===== config.mk =====
export PLATFORM = sky130hd
export DESIGN_NAME = rsc_top
export DESIGN_NICKNAME = d
export VERILOG_FILES = /design/src/inc/rsc_pkg.sv /design/src/inc/rsc_wd_if.sv /design/src/rtl/rsc_top.sv /design/src/rtl/rsc_pin_sync.sv /design/src/rtl/rsc_rst_pulse.sv
export SDC_FILE = /design/constraint.sdc
export NUM_CORES = 1
export LEC_CHECK = 0
export ABC_CLOCK_PERIOD_IN_PS = 5300
export BUFFER_PORTS_ARGS = -buffer_cell sky130_fd_sc_hd__buf_2
export CAP_MARGIN = 20
export CORE_ASPECT_RATIO = 1.4
export CORE_MARGIN = 2
export CORE_UTILIZATION = 40
export CTS_CLUSTER_SIZE = 14
export DETAILED_ROUTE_END_ITERATION = 8
export SLEW_MARGIN = 10
export SYNTH_ARGS = -nofsm -noshare
export SYNTH_HDL_FRONTEND = slang
export SYNTH_SLANG_ARGS = --single-unit
export TNS_END_PERCENT = 20

===== constraint.sdc =====
create_clock -name mclk_i -period 5.3 [get_ports mclk_i]
set_input_delay 0.53 -clock mclk_i [delete_from_list [all_inputs] [get_ports mclk_i]]
set_output_delay 0.53 -clock mclk_i [all_outputs]
set_load 0.02 [all_outputs]

===== src/inc/rsc_pkg.sv =====
// Purpose: Constants for the clock/calendar flag and control register block.
// Assumes: 25 MHz system clock; register offsets on a 5-bit byte address bus.
// Notes:   Bit positions index the byte of each register.
package rsc_pkg;
   localparam int unsigned ADDR_W     = 5;
   localparam logic [4:0]  ADDR_MONTH = 5'h05;
   localparam logic [4:0]  ADDR_FLAGS = 5'h0e;
   localparam logic [4:0]  ADDR_CTRL  = 5'h0f;

   // Flag register bit positions.
   localparam int unsigned FB_MBL  = 7;
   localparam int unsigned FB_ABL  = 6;
   localparam int unsigned FB_PRS  = 5;
   localparam int unsigned FB_PAB  = 4;
   localparam int unsigned FB_TDF  = 3;
   localparam int unsigned FB_KSF  = 2;
   localparam int unsigned FB_WDF  = 1;
   localparam int unsigned FB_INTERRUPT_PENDING_FLAG = 0;

   // Control register bit positions.
   localparam int unsigned CB_TE  = 7;
   localparam int unsigned CB_CS  = 6;
   localparam int unsigned CB_BME = 5;
   localparam int unsigned CB_TPE = 4;
   localparam int unsigned CB_TIE = 3;
   localparam int unsigned CB_KIE = 2;
   localparam int unsigned CB_WDE = 1;
   localparam int unsigned CB_WDS = 0;

   // Oscillator stop bit inside the month register.
   localparam int unsigned MB_OSC = 7;

   // Values after power-on reset.
   localparam logic [7:0] CTRL_RST = 8'h00;
   localparam logic       FLAG_RST = 1'b0;
   localparam logic       PAB_RST  = 1'b0;
   localparam logic       OSC_RST  = 1'b0;

   // Timing.
   localparam int unsigned CLK_HZ         = 25_000_000;
   localparam int unsigned CLK_NS         = 1_000_000_000 / CLK_HZ;
   localparam int unsigned ADDR_STABLE_NS = 15;
   localparam int unsigned ADDR_STABLE_CYC =
      (ADDR_STABLE_NS + CLK_NS - 1) / CLK_NS;
   localparam int unsigned RST_PULSE_MS   = 40;
   localparam int unsigned RST_PULSE_CYC  = RST_PULSE_MS * (CLK_HZ / 1000);
endpackage : rsc_pkg


===== src/inc/rsc_wd_if.sv =====
// Purpose: Carrier between the register core and the reset pulse timer.
// Assumes: Both ends on mclk_i.
// Notes:   start is a one-cycle request; active is the pulse level.
interface rsc_wd_if;
   logic start;
   logic active;
   modport ctl   (output start, input active);
   modport pulse (input start, output active);
endinterface : rsc_wd_if


===== src/rtl/rsc_top.sv =====
// Purpose: Flag and control registers of a battery-backed clock/calendar.
// Assumes: Asynchronous byte bus; event inputs come from logic on mclk_i.
// Notes:   Open-drain pins are output enables; high enable pulls the pin low.
module rsc_top #(
   parameter int unsigned RST_PULSE_CYC = rsc_pkg::RST_PULSE_CYC
) (
   input  wire logic                      mclk_i,          // System clock.
   input  wire logic                      reset_i,         // Power-on reset pulse.
   input  wire logic                      ce_n_i,          // Chip select, low.
   input  wire logic                      oe_n_i,          // Read strobe, low.
   input  wire logic                      we_n_i,          // Write strobe, low.
   input  wire logic [rsc_pkg::ADDR_W-1:0] addr_i,         // Byte address.
   input  wire logic [7:0]                data_i,          // Data pins in.
   output logic      [7:0]                data_o,          // Data pins out.
   output logic                           data_oe_o,       // Data drive enable.
   input  wire logic                      main_batt_low_i, // Primary battery low.
   input  wire logic                      aux_batt_low_i,  // Auxiliary battery low.
   input  wire logic                      power_fail_i,    // Supply below limit.
   input  wire logic                      alarm_match_i,   // Alarm compare pulse.
   input  wire logic                      kick_event_i,    // Kickstart pulse.
   input  wire logic                      wdog_timeout_i,  // Watchdog expiry pulse.
   input  wire logic                      sec_tick_i,      // Once-per-second tick.
   input  wire logic                      ram_access_i,    // RAM data access pulse.
   output logic                           advance_o,       // Advance time counts.
   output logic                           ram_addr_inc_o,  // Step RAM address.
   output logic                           wdog_reload_o,   // Host write, reload.
   output logic                           xtal_12p5_o,     // Crystal load select.
   output logic                           osc_run_o,       // Oscillator enable.
   output logic                           irq_oe_o,        // Interrupt pulls low.
   output logic                           pwr_oe_o,        // Power request low.
   output logic                           wdog_rst_n_o     // Watchdog reset, low.
);
   import rsc_pkg::*;

   typedef struct packed {
      logic [7:0]        ctl;
      logic              power_fail_output_keep;
      logic              power_hold_release;
      logic              alarm_match_flag;
      logic              kick_event_flag;
      logic              watchdog_timeout_flag;
      logic              osc_stop_n;
      logic              wv;
      logic [ADDR_W-1:0] wa;
      logic [7:0]        wd;
      logic              armed;
      logic [ADDR_W-1:0] ra;
      logic [1:0]        stab;
      logic [7:0]        rdata;
      logic              reload;
      logic              act_p;
   } rsc_st_t;

   rsc_st_t st_q;
   rsc_st_t st_d;

   logic [ADDR_W-1:0] addr_s;
   logic [7:0]        data_s;
   logic              ce_n_s;
   logic              oe_n_s;
   logic              we_n_s;
   logic              mbl_s;
   logic              abl_s;
   logic              pf_s;
   logic              rd_act;
   logic              wr_act;
   logic              interrupt_pending_flag;
   logic [7:0]        flags_v;

   rsc_wd_if wd_if ();

   // Bus, battery and supply pins come from outside the clock domain.
   rsc_pin_sync #(
      .W    (19),
      .INIT (19'h70000)
   ) u_sync (
      .mclk_i  (mclk_i),
      .reset_i (reset_i),
      .async_i ({ce_n_i, oe_n_i, we_n_i, addr_i, data_i,
                 main_batt_low_i, aux_batt_low_i, power_fail_i}),
      .sync_o  ({ce_n_s, oe_n_s, we_n_s, addr_s, data_s,
                 mbl_s, abl_s, pf_s})
   );

   rsc_rst_pulse #(
      .CYC (RST_PULSE_CYC)
   ) u_pulse (
      .mclk_i  (mclk_i),
      .reset_i (reset_i),
      .wd      (wd_if.pulse)
   );

   // Bus cycle decode; a write strobe overrides the read strobe.
   assign rd_act = !ce_n_s && !oe_n_s && we_n_s;
   assign wr_act = !ce_n_s && !we_n_s;

   // Pending flag is a pure function of the flags and their enables.
   assign interrupt_pending_flag = (st_q.alarm_match_flag & st_q.ctl[CB_TIE])
               | (st_q.kick_event_flag & st_q.ctl[CB_KIE])
               | (st_q.watchdog_timeout_flag & st_q.ctl[CB_WDE]);

   // Flag register image, battery bits from the synchronised pins.
   assign flags_v = {mbl_s, abl_s, st_q.power_fail_output_keep, st_q.power_hold_release,
                     st_q.alarm_match_flag, st_q.kick_event_flag, st_q.watchdog_timeout_flag, interrupt_pending_flag};

   // Single-shot start only when armed, steered and not already running.
   assign wd_if.start = wdog_timeout_i && st_q.ctl[CB_WDE]
                        && st_q.ctl[CB_WDS] && !wd_if.active;

   // Next-state logic. Clears come first so that hardware sets win.
   always_comb begin
      st_d        = st_q;
      st_d.reload = 1'b0;
      st_d.act_p  = wd_if.active;
      st_d.ra     = addr_s;
      st_d.rdata  = (addr_s == ADDR_CTRL) ? st_q.ctl : flags_v;

      // Count how long the read address has stood still.
      if (rd_act && addr_s == st_q.ra) begin
         st_d.stab = (st_q.stab == 2'h3) ? 2'h3 : st_q.stab + 2'h1;
      end else begin
         st_d.stab = {1'b0, rd_act};
      end

      // Read clear fires on leaving the armed address or strobe.
      if (st_q.armed && (!rd_act || addr_s != st_q.ra)) begin
         st_d.armed = 1'b0;
         st_d.alarm_match_flag   = 1'b0;
         st_d.kick_event_flag   = 1'b0;
         st_d.watchdog_timeout_flag   = 1'b0;
      end else if (rd_act && addr_s == ADDR_FLAGS
                   && 32'(st_d.stab) >= ADDR_STABLE_CYC) begin
         st_d.armed = 1'b1;
      end

      // Writes are taken at the end of the strobe, as on the pins.
      if (wr_act) begin
         st_d.wv = 1'b1;
         st_d.wa = addr_s;
         st_d.wd = data_s;
      end else if (st_q.wv) begin
         st_d.wv     = 1'b0;
         st_d.reload = 1'b1;
         case (st_q.wa)
            ADDR_FLAGS: begin
               st_d.power_fail_output_keep = st_q.wd[FB_PRS];
               if (!st_q.wd[FB_PAB]) begin
                  st_d.power_hold_release = 1'b0;
               end else if (!st_q.alarm_match_flag && !st_q.kick_event_flag) begin
                  st_d.power_hold_release = 1'b1;
               end
               if (!st_q.wd[FB_TDF]) begin
                  st_d.alarm_match_flag = 1'b0;
               end
               st_d.kick_event_flag = st_q.wd[FB_KSF];
               if (!st_q.wd[FB_WDF]) begin
                  st_d.watchdog_timeout_flag = 1'b0;
               end
            end
            ADDR_CTRL: begin
               st_d.ctl = st_q.wd;
            end
            ADDR_MONTH: begin
               st_d.osc_stop_n = st_q.wd[MB_OSC];
            end
            default: begin
               st_d.wv = 1'b0;
            end
         endcase
      end

      // Hardware events override any clear in the same cycle.
      if (alarm_match_i && st_q.ctl[CB_TE]) begin
         st_d.alarm_match_flag = 1'b1;
      end
      if (kick_event_i) begin
         st_d.kick_event_flag = 1'b1;
      end
      if (wdog_timeout_i) begin
         st_d.watchdog_timeout_flag = 1'b1;
      end

      // Wake or kick forces the power request back on.
      if ((st_q.alarm_match_flag && st_q.ctl[CB_TPE]) || st_q.kick_event_flag) begin
         st_d.power_hold_release = 1'b0;
      end

      // Enable drops in the cycle after the reset pulse goes active.
      if (wd_if.active && !st_q.act_p) begin
         st_d.ctl[CB_WDE] = 1'b0;
      end
   end

   // Power-on reset defines every bit, including the undefined ones.
   always_ff @(posedge mclk_i) begin
      if (reset_i) begin
         st_q            <= '0;
         st_q.ctl        <= CTRL_RST;
         st_q.power_hold_release        <= PAB_RST;
         st_q.alarm_match_flag        <= FLAG_RST;
         st_q.kick_event_flag        <= FLAG_RST;
         st_q.watchdog_timeout_flag        <= FLAG_RST;
         st_q.osc_stop_n <= OSC_RST;
      end else begin
         st_q <= st_d;
      end
   end

   // Read data leaves a flop; the drive enable follows the strobes.
   assign data_o    = st_q.rdata;
   assign data_oe_o = rd_act && (addr_s == ADDR_FLAGS || addr_s == ADDR_CTRL);

   // Interrupt floats once the supply is gone.
   assign irq_oe_o = interrupt_pending_flag && !pf_s;

   // In power fail the power request is held only if the keep bit asks for it.
   assign pwr_oe_o = !st_q.power_hold_release && (!pf_s || st_q.power_fail_output_keep);

   assign wdog_rst_n_o   = !wd_if.active;
   assign advance_o      = sec_tick_i && st_q.ctl[CB_TE];
   assign ram_addr_inc_o = ram_access_i && st_q.ctl[CB_BME];
   assign xtal_12p5_o    = st_q.ctl[CB_CS];
   assign osc_run_o      = !st_q.osc_stop_n;
   assign wdog_reload_o  = st_q.reload;
endmodule : rsc_top


===== src/rtl/rsc_pin_sync.sv =====
// Purpose: Three-stage synchroniser with agreement filter for pin inputs.
// Assumes: Inputs asynchronous to mclk_i.
// Notes:   A bit changes only once stages two and three agree.
module rsc_pin_sync #(
   parameter int unsigned W    = 1,
   parameter logic [W-1:0] INIT = '0
) (
   input  wire logic         mclk_i,   // System clock.
   input  wire logic         reset_i,  // Synchronous reset.
   input  wire logic [W-1:0] async_i,  // Raw pins.
   output logic      [W-1:0] sync_o    // Filtered, synchronised value.
);
   typedef struct packed {
      logic [W-1:0] s1;
      logic [W-1:0] s2;
      logic [W-1:0] s3;
      logic [W-1:0] q;
   } rsc_sync_t;

   rsc_sync_t st_q;
   rsc_sync_t st_d;

   // Stage one feeds only stage two; the filter looks at two and three.
   always_comb begin
      st_d    = st_q;
      st_d.s1 = async_i;
      st_d.s2 = st_q.s1;
      st_d.s3 = st_q.s2;
      st_d.q  = (st_q.s2 & st_q.s3) | (st_q.q & (st_q.s2 ^ st_q.s3));
   end

   // Reset to idle levels so a bus strobe does not appear active.
   always_ff @(posedge mclk_i) begin
      if (reset_i) begin
         st_q <= {INIT, INIT, INIT, INIT};
      end else begin
         st_q <= st_d;
      end
   end

   assign sync_o = st_q.q;
endmodule : rsc_pin_sync


===== src/rtl/rsc_rst_pulse.sv =====
// Purpose: Single-shot watchdog reset pulse timer.
// Assumes: CYC of at least 8 cycles.
// Notes:   A start while the pulse runs is ignored.
module rsc_rst_pulse #(
   parameter int unsigned CYC = rsc_pkg::RST_PULSE_CYC
) (
   input  wire logic mclk_i,   // System clock.
   input  wire logic reset_i,  // Synchronous reset.
   rsc_wd_if.pulse   wd        // Start request and pulse level.
);
   import rsc_pkg::*;
   localparam int unsigned CW = $clog2(CYC + 1);

   typedef struct packed {
      logic          active;
      logic [CW-1:0] cnt;
   } rsc_pulse_t;

   rsc_pulse_t st_q;
   rsc_pulse_t st_d;

   // Hold the pulse for exactly CYC cycles.
   always_comb begin
      st_d = st_q;
      if (st_q.active) begin
         if (st_q.cnt == '0) begin
            st_d.active = 1'b0;
         end else begin
            st_d.cnt = st_q.cnt - CW'(1);
         end
      end else if (wd.start) begin
         st_d.active = 1'b1;
         st_d.cnt    = CW'(CYC - 1);
      end
   end

   always_ff @(posedge mclk_i) begin
      if (reset_i) begin
         st_q <= '0;
      end else begin
         st_q <= st_d;
      end
   end

   assign wd.active = st_q.active;
endmodule : rsc_rst_pulse


==> flow_metrics.env, run 1 <==
export IMPL_status="finished clean"
export IMPL_startpoint_type="flip-flop"
export IMPL_synth_distinct_cells=55
export IMPL_endpoint_kind="flip-flop"
export IMPL_cts_sinks=141
export IMPL_syn_num_nets=587
export IMPL_slew_violations=0
export IMPL_htreeDepth=4
export IMPL_nets=618
export IMPL_dpl_cell_area_mm2=0.00551
export IMPL_synthCells=540
export IMPL_postCtsSetupBuffers=0
export IMPL_dr_pass1_iters=5
export IMPL_tightest_slew_ns=0.894
export IMPL_power_share_switching=0.223
export IMPL_power_frac_seq=0.466
export IMPL_relSlewSlack=0.402
export IMPL_grt_pass1_wl_um=16600
export IMPL_io_pins=43
export IMPL_core_mm2=0.0128
export IMPL_setup_tns_ns=0
export IMPL_post_route_min_period_ns=2.67
export IMPL_async_flop_share=0
export IMPL_rsz0062_at_grt="false"
export IMPL_design_area_mm2=0.00611
export IMPL_cts_buffers=17
export IMPL_internal_power_mw=1.82
export IMPL_area_growth_pct=16.6
export IMPL_avgSynthCellArea_um2=9.71
export IMPL_grt_use_total=0.150
export IMPL_yosysSeqAreaShare=0.538
export IMPL_worstSkewPairLatency_ns=0.41
export IMPL_netlist_area_mm2=0.00524
export IMPL_maxClockFrequency_mhz=375
export IMPL_route_detailed_drc=0
export IMPL_combinationalPowerShare=0.024
export IMPL_hold_class="input port to flip-flop"
export IMPL_leakagePower_nw=2.48
export IMPL_synth_warnings=0
export IMPL_routed_via_density=5.09
export IMPL_drive_gt1_frac=0.170
export IMPL_rows=49
export IMPL_grt_max_degree=80
export IMPL_initial_core_util=0.409
export IMPL_ctsLongestPathBuffers=2
export IMPL_synth_flop_cell="dfxtp_1"
export IMPL_hold_viol_final=0
export IMPL_synth_seq_cells=141
export IMPL_via_count=3752
export IMPL_die_y_um=139
export IMPL_setup_viol=0
export IMPL_cts_repair_resized=0
export IMPL_drtIter0Drc=201
export IMPL_required_ns=5.60
export IMPL_p_sw_uw=520
export IMPL_maxCapViolations=0
export IMPL_cts_root_buffer="clkbuf_16"
export IMPL_crit_fanout=9
export IMPL_grt_antenna_before_repair=0
export IMPL_clk_pin_slew_ns=0.06
export IMPL_antenna_cells=0
export IMPL_arrival_ns=2.97
export IMPL_place_gp_congestion=0.801
export IMPL_wl_per_cell_um=13.3
export IMPL_wl_um=9780
export IMPL_port_buffers=42
export IMPL_die_w_um=101
export IMPL_period_share=0.503
export IMPL_ctsHoldBuffers=0
export IMPL_reg2reg_from="u_pulse.st_q[0]"
export IMPL_cp_startpoint="u_pulse.st_q[0]"
export IMPL_powerDensity_mw_per_mm2=382
export IMPL_critPathKind="flip-flop to flip-flop"
export IMPL_grt_pass1_vias=3489
export IMPL_antenna_left=0
export IMPL_ir_worst_vdd_v=0.000190
export IMPL_die_area_mm2=0.0141
export IMPL_finClkSkew_ns=0.0159
export IMPL_cts_tree="built"
export IMPL_pwr_share_clk=0.509
export IMPL_synth_edf_count=0
export IMPL_gr_total_overflow=0
export IMPL_hpwlAfterDp_um=6540
export IMPL_hold_start="ce_n_i"
-- state kept, by name, summed over array words and instances, names as in the netlist --
register / cells
u_sync.st_d: 38
st_q: 29
u_pulse.st_q: 20
xtal_12p5_o: 1
wdog_reload_o: 1
data_o: 8
u_sync.st_q: 19
flags_v: 5
u_sync.sync_o: 19
u_pulse.wd.active: 1
-- final cells by class --
type	instances	area, um2
multi-input combinational	356	2230
timing repair buffer	45	235
inverter	10	37.5
fill	1205	6700
tap	153	191
clock buffer	17	425
clock inverter	15	175
sequential	141	2820
-- Yosys cell counts (2+ instances only) --
cell type	count	area share
buf_2	2	0.0019
inv_1	10	0.0072
nor4_1	4	0.0048
or4_1	8	0.011
a211o_1	3	0.0050
and2_1	2	0.0024
dfxtp_1	141	0.54
ha_1	21	0.050
o21ai_0	8	0.0076
mux2i_1	15	0.029
o31ai_1	4	0.0057
a31oi_1	6	0.0072
nor4_2	3	0.0072
clkbuf_1	22	0.016
or3_1	10	0.012
xor2_1	5	0.0084
nand2_1	47	0.034
nor2b_1	52	0.062
a21oi_1	45	0.043
or2_2	12	0.014
nand2b_1	2	0.0024
a211oi_1	4	0.0057
o211ai_1	3	0.0043
nand3_1	12	0.011
and4b_1	2	0.0038
a31o_2	2	0.0033
and3_1	2	0.0024
nand4_1	2	0.0024
nand4b_1	2	0.0033
buf_4	8	0.011
nor2_1	48	0.034
nor3_1	10	0.0095
-- power groups by stage --
| stage | clock network, mW | logic (mW) | registers [mW] |
|---|---|---|---|
| floorplan | 0 | 0.0404 | 1.11 |
| global placement | 0 | 0.0553 | 1.11 |
| finish | 1.19 | 0.0566 | 1.09 |
| CTS | 1.22 | 0.0577 | 1.09 |
| global route | 1.27 | 0.0651 | 1.09 |
| detailed placement | 0 | 0.0567 | 1.11 |
-- worst paths after layout --
kind	slack (ns)	to	cells after the start
worst max-delay path	2.63	u_pulse.st_q[5]	7
worst min-delay path	0.30	u_sync.st_d[56]	2
worst max register to register	2.63	u_pulse.st_q[5]	7
worst min register to register	0.40	u_sync.st_d[35]	1
-- cells by family after synthesis --
kind of cell	count (synthesis)	synth area share
AO/OA/AOI/OAI	89	0.105
XOR/XNOR	5	0.00835
buffers and inverters	43	0.0370
adder cells (fa/ha/maj)	21	0.0501
flip-flops	141	0.538
AND/OR/NAND/NOR	225	0.230
multiplexers	16	0.0308
-- per-layer routing --
layer	GRT usage	vias up	routed length, um
met1	0.171	1750	4230
met2	0.250	60	4980
met5	0	-	0
met4	0.0829	0	297
met3	0.0377	19	268
li1	-	1923	-
-- cell usage in the layout (no fill, tap or decap), drive strengths merged, types with 4 or more instances in the layout --
| cell | count |
|---|---|
| or3 | 10 |
| or2 | 12 |
| nor2 | 48 |
| nor3 | 10 |
| a211oi | 4 |
| mux2i | 15 |
| buf | 45 |
| xor2 | 5 |
| or4 | 9 |
| nand3 | 12 |
| o21ai | 8 |
| nor2b | 52 |
| nand2 | 47 |
| nor4 | 7 |
| a21oi | 45 |
| dfxtp | 141 |
| a31oi | 6 |
| ha | 21 |
| inv | 18 |
| clkbuf | 17 |
| o31ai | 4 |
-- critical path: stages, from the launching register on --
cell and delay (ns):
dfxtp_1 0.35, inv_1 0.11, ha_1 0.15, or4b_4 0.49
nor4_2 0.73, buf_4 0.28, a2111oi_0 0.12, mux2_2 0.32
-- metrics by stage --
stage	power, mW	std cells	utilization	worst slack (ns)	hold WS (ns)
4_1_cts	2.37	737	0.477	2.61	0.281
3_5_place_dp	1.17	705	0.430	2.63	0.396
3_3_place_gp	1.17	704	0.430	2.41	0.394
2_1_floorplan	1.15	540	-	3.16	0.389
5_1_grt	2.43	737	0.477	2.45	0.290
6_report	2.34	737	0.477	2.63	0.295
No activity file was read; power rests on OpenSTA's default activity.
==> run 2: changes to the inputs <==
ABC_AREA = 1   (was default)
ABC_CLOCK_PERIOD_IN_PS = 2100   (was 5300)
clock period = 2.1 ns   (was 5.3 ns; I/O delays follow)
==> run 2 against run 1 <==
- clock skew is 0.0045 ns lower
- power grew to 2.5 times the previous value
- clock power grew 150%
- design area up 7.1%
- wire length increased by 11%
- final cell count rose by 26%
- synthesized cell count up 24%
- global-route usage increased by 1.5 points
- critical path type is now flip-flop to primary output
- critical endpoint is now data_oe_o
- highest routed layer unchanged
==> flow_metrics.env, run 2 <==
export IMPL_grt_antenna_before_repair=0
export IMPL_design_area_mm2=0.00655
export IMPL_grt_pass1_vias=4202
export IMPL_async_flop_share=0
export IMPL_final_core_util=0.491
export IMPL_synthCells=670
export IMPL_synth_flop_cell="dfxtp_1"
export IMPL_layout_common_cells="dfxtp_1 (141), nor2_1 (125), inv_1 (105), nand2_1 (83), a21oi_1 (52)"
export IMPL_placedCellCount=874
export IMPL_yosysTopAreaCell="dfxtp_1"
export IMPL_startpoint_type="flip-flop"
export IMPL_initial_core_util=0.407
export IMPL_power_mw=5.85
export IMPL_post_place_ws_ns=0.320
export IMPL_grt_max_degree=87
export IMPL_post_route_min_period_ns=1.90
export IMPL_rsz0062_at_grt="false"
export IMPL_synth_top_cells_by_area="dfxtp_1 (52%), nor2_1 (8.7%), inv_1 (7.3%)"
export IMPL_ctsLongestPathBuffers=2
export IMPL_drive_gt1_frac=0.145
export IMPL_grt_pass1_wl_um=18600
export IMPL_nFillCells=1307
export IMPL_maxCapViolations=0
export IMPL_netlist_area_mm2=0.00542
export IMPL_routed_via_density=4.55
export IMPL_die_y_um=142
export IMPL_wl_um=10900
export IMPL_synthTopCellsByCount="dfxtp_1 (141), nor2_1 (125), inv_1 (105), nand2_1 (83), a21oi_1 (52)"
export IMPL_crit_fanout=9
export IMPL_setup_tns_ns=0
export IMPL_place_gp_congestion=0.884
export IMPL_syn_num_nets=717
export IMPL_leakagePower_nw=3.05
export IMPL_slew_violations=0
export IMPL_finClkSkew_ns=0.0113
export IMPL_cts_root_buffer="clkbuf_16"
export IMPL_holdWs_ns=0.0696
export IMPL_hold_viol_final=0
export IMPL_worstSkewPairLatency_ns=0.41
export IMPL_die_w_um=102
export IMPL_htreeDepth=4
export IMPL_dr_pass1_iters=4
export IMPL_instances_no_fill=925
export IMPL_status="finished clean"
export IMPL_synth_edf_count=0
export IMPL_cts_tree="built"
export IMPL_port_buffers=42
export IMPL_required_ns=1.89
export IMPL_grt_use_total=0.164
export IMPL_area_growth_pct=20.8
export IMPL_ir_worst_vdd_v=0.000450
export IMPL_cts_sinks=141
export IMPL_largest_register_ffs=38
export IMPL_die_area_mm2=0.0145
export IMPL_powerDensity_mw_per_mm2=894
export IMPL_gr_total_overflow=0
export IMPL_route_detailed_drc=0
export IMPL_synth_top_area_frac=0.521
export IMPL_clk_pin_slew_ns=0.06
export IMPL_fin_ws_ns=0.197
export IMPL_rows=50
export IMPL_nets=777
export IMPL_hold_class="input port to flip-flop"
export IMPL_maxClockFrequency_mhz=526
export IMPL_antenna_cells=0
export IMPL_io_pins=43
export IMPL_wl_per_cell_um=11.7
export IMPL_relSlewSlack=0.678
export IMPL_critPathKind="flip-flop to primary output"
export IMPL_period_share=0.906
export IMPL_via_count=4205
export IMPL_synth_warnings=0
export IMPL_tightest_slew_ns=0.482
export IMPL_cts_buffers=17
export IMPL_core_mm2=0.0133
export IMPL_synth_distinct_cells=39
export IMPL_endpoint_kind="primary output"
export IMPL_final_common_cell="dfxtp_1"
export IMPL_dpl_cell_area_mm2=0.00577
export IMPL_drtIter0Drc=113
export IMPL_synth_most_common_cell="dfxtp_1"
export IMPL_synth_seq_cells=141
export IMPL_yosysSeqAreaShare=0.521
export IMPL_avgSynthCellArea_um2=8.09
export IMPL_arrival_ns=1.69
export IMPL_setup_viol=0
export IMPL_antenna_left=0
export IMPL_hpwlAfterDp_um=7530
run 2: cell count changes in the layout (fill, tap and decap cells not counted), moves of 4 or more:
cell / delta
or3_1: -10
nor2_1: +77
nand4_1: +5
dlygate4sd3_1: +19
inv_1: +95
o21ai_0: +21
or4_1: -8
nand3_1: +5
nand3b_1: +4
a21oi_1: +7
a31oi_1: -4
nor2b_1: -52
mux2i_1: -15
nand2_1: +36
run 2: where the power goes:
group          leakage [nW]  switching [mW]  internal, mW
logic                  1.61          0.0934        0.0812
registers              1.15          0.0192          2.73
clock network         0.288            1.22          1.71
total                  3.05            1.33          4.52
run 2: path summary, 6_finish.rpt:
| kind | from | end | slack, ns | depth (start not counted) |
|---|---|---|---|---|
| worst min register to register | u_sync.st_d[47] | u_sync.st_d[28] | 0.40 | 2 |
| worst max register to register | u_pulse.st_q[0] | u_pulse.st_q[18] | 0.26 | 10 |
| worst min-delay path | alarm_match_i | flags_v[3] | 0.07 | 3 |
| worst max-delay path | u_sync.sync_o[13] | data_oe_o | 0.20 | 5 |
run 2: per-layer routing:
layer,share of wire,vias to the layer above,GRT usage
met5,0,-,0
met2,0.50,87,0.294
met1,0.43,1873,0.175
met3,0.031,29,0.0360
met4,0.037,0,0.0919
li1,-,2216,-
run 2: logic make-up (layout without fill, tap and decap cells):
kind of cell	Yosys count	count (layout)	share of synthesized area
buffers and inverters	135	208	0.102
and+or+nand+nor	269	269	0.222
DFF	141	141	0.521
xor gates and xnor gates	6	6	0.00970
adders and majority gates	21	21	0.0485
AOI/OAI and AO/OA	98	98	0.0972
run 2: layout make-up:
cell class	instances	area, um2	area share
Sequential cell	141	2820	0.431
Multi-Input combinational cell	394	2040	0.312
Timing Repair Buffer	67	458	0.0700
Clock buffer	18	439	0.0671
Inverter	109	409	0.0625
Tap cell	182	228	0.0348
Clock inverter	14	146	0.0224
run 2: what timing repair did:
action | in CTS | in global routing
resized for setup | 0 | 0
buffers inserted | 0 | 0
hold endpoints to repair | 19 | 0
hold buffers | 19 | 0
run 2: critical path, cell delays in order (launching register included):
cell and delay, ns:
dfxtp_1 0.38, nand2_1 0.10, nor3_2 0.18, inv_1 0.19, a21oi_1 0.23, buf_2 0.20
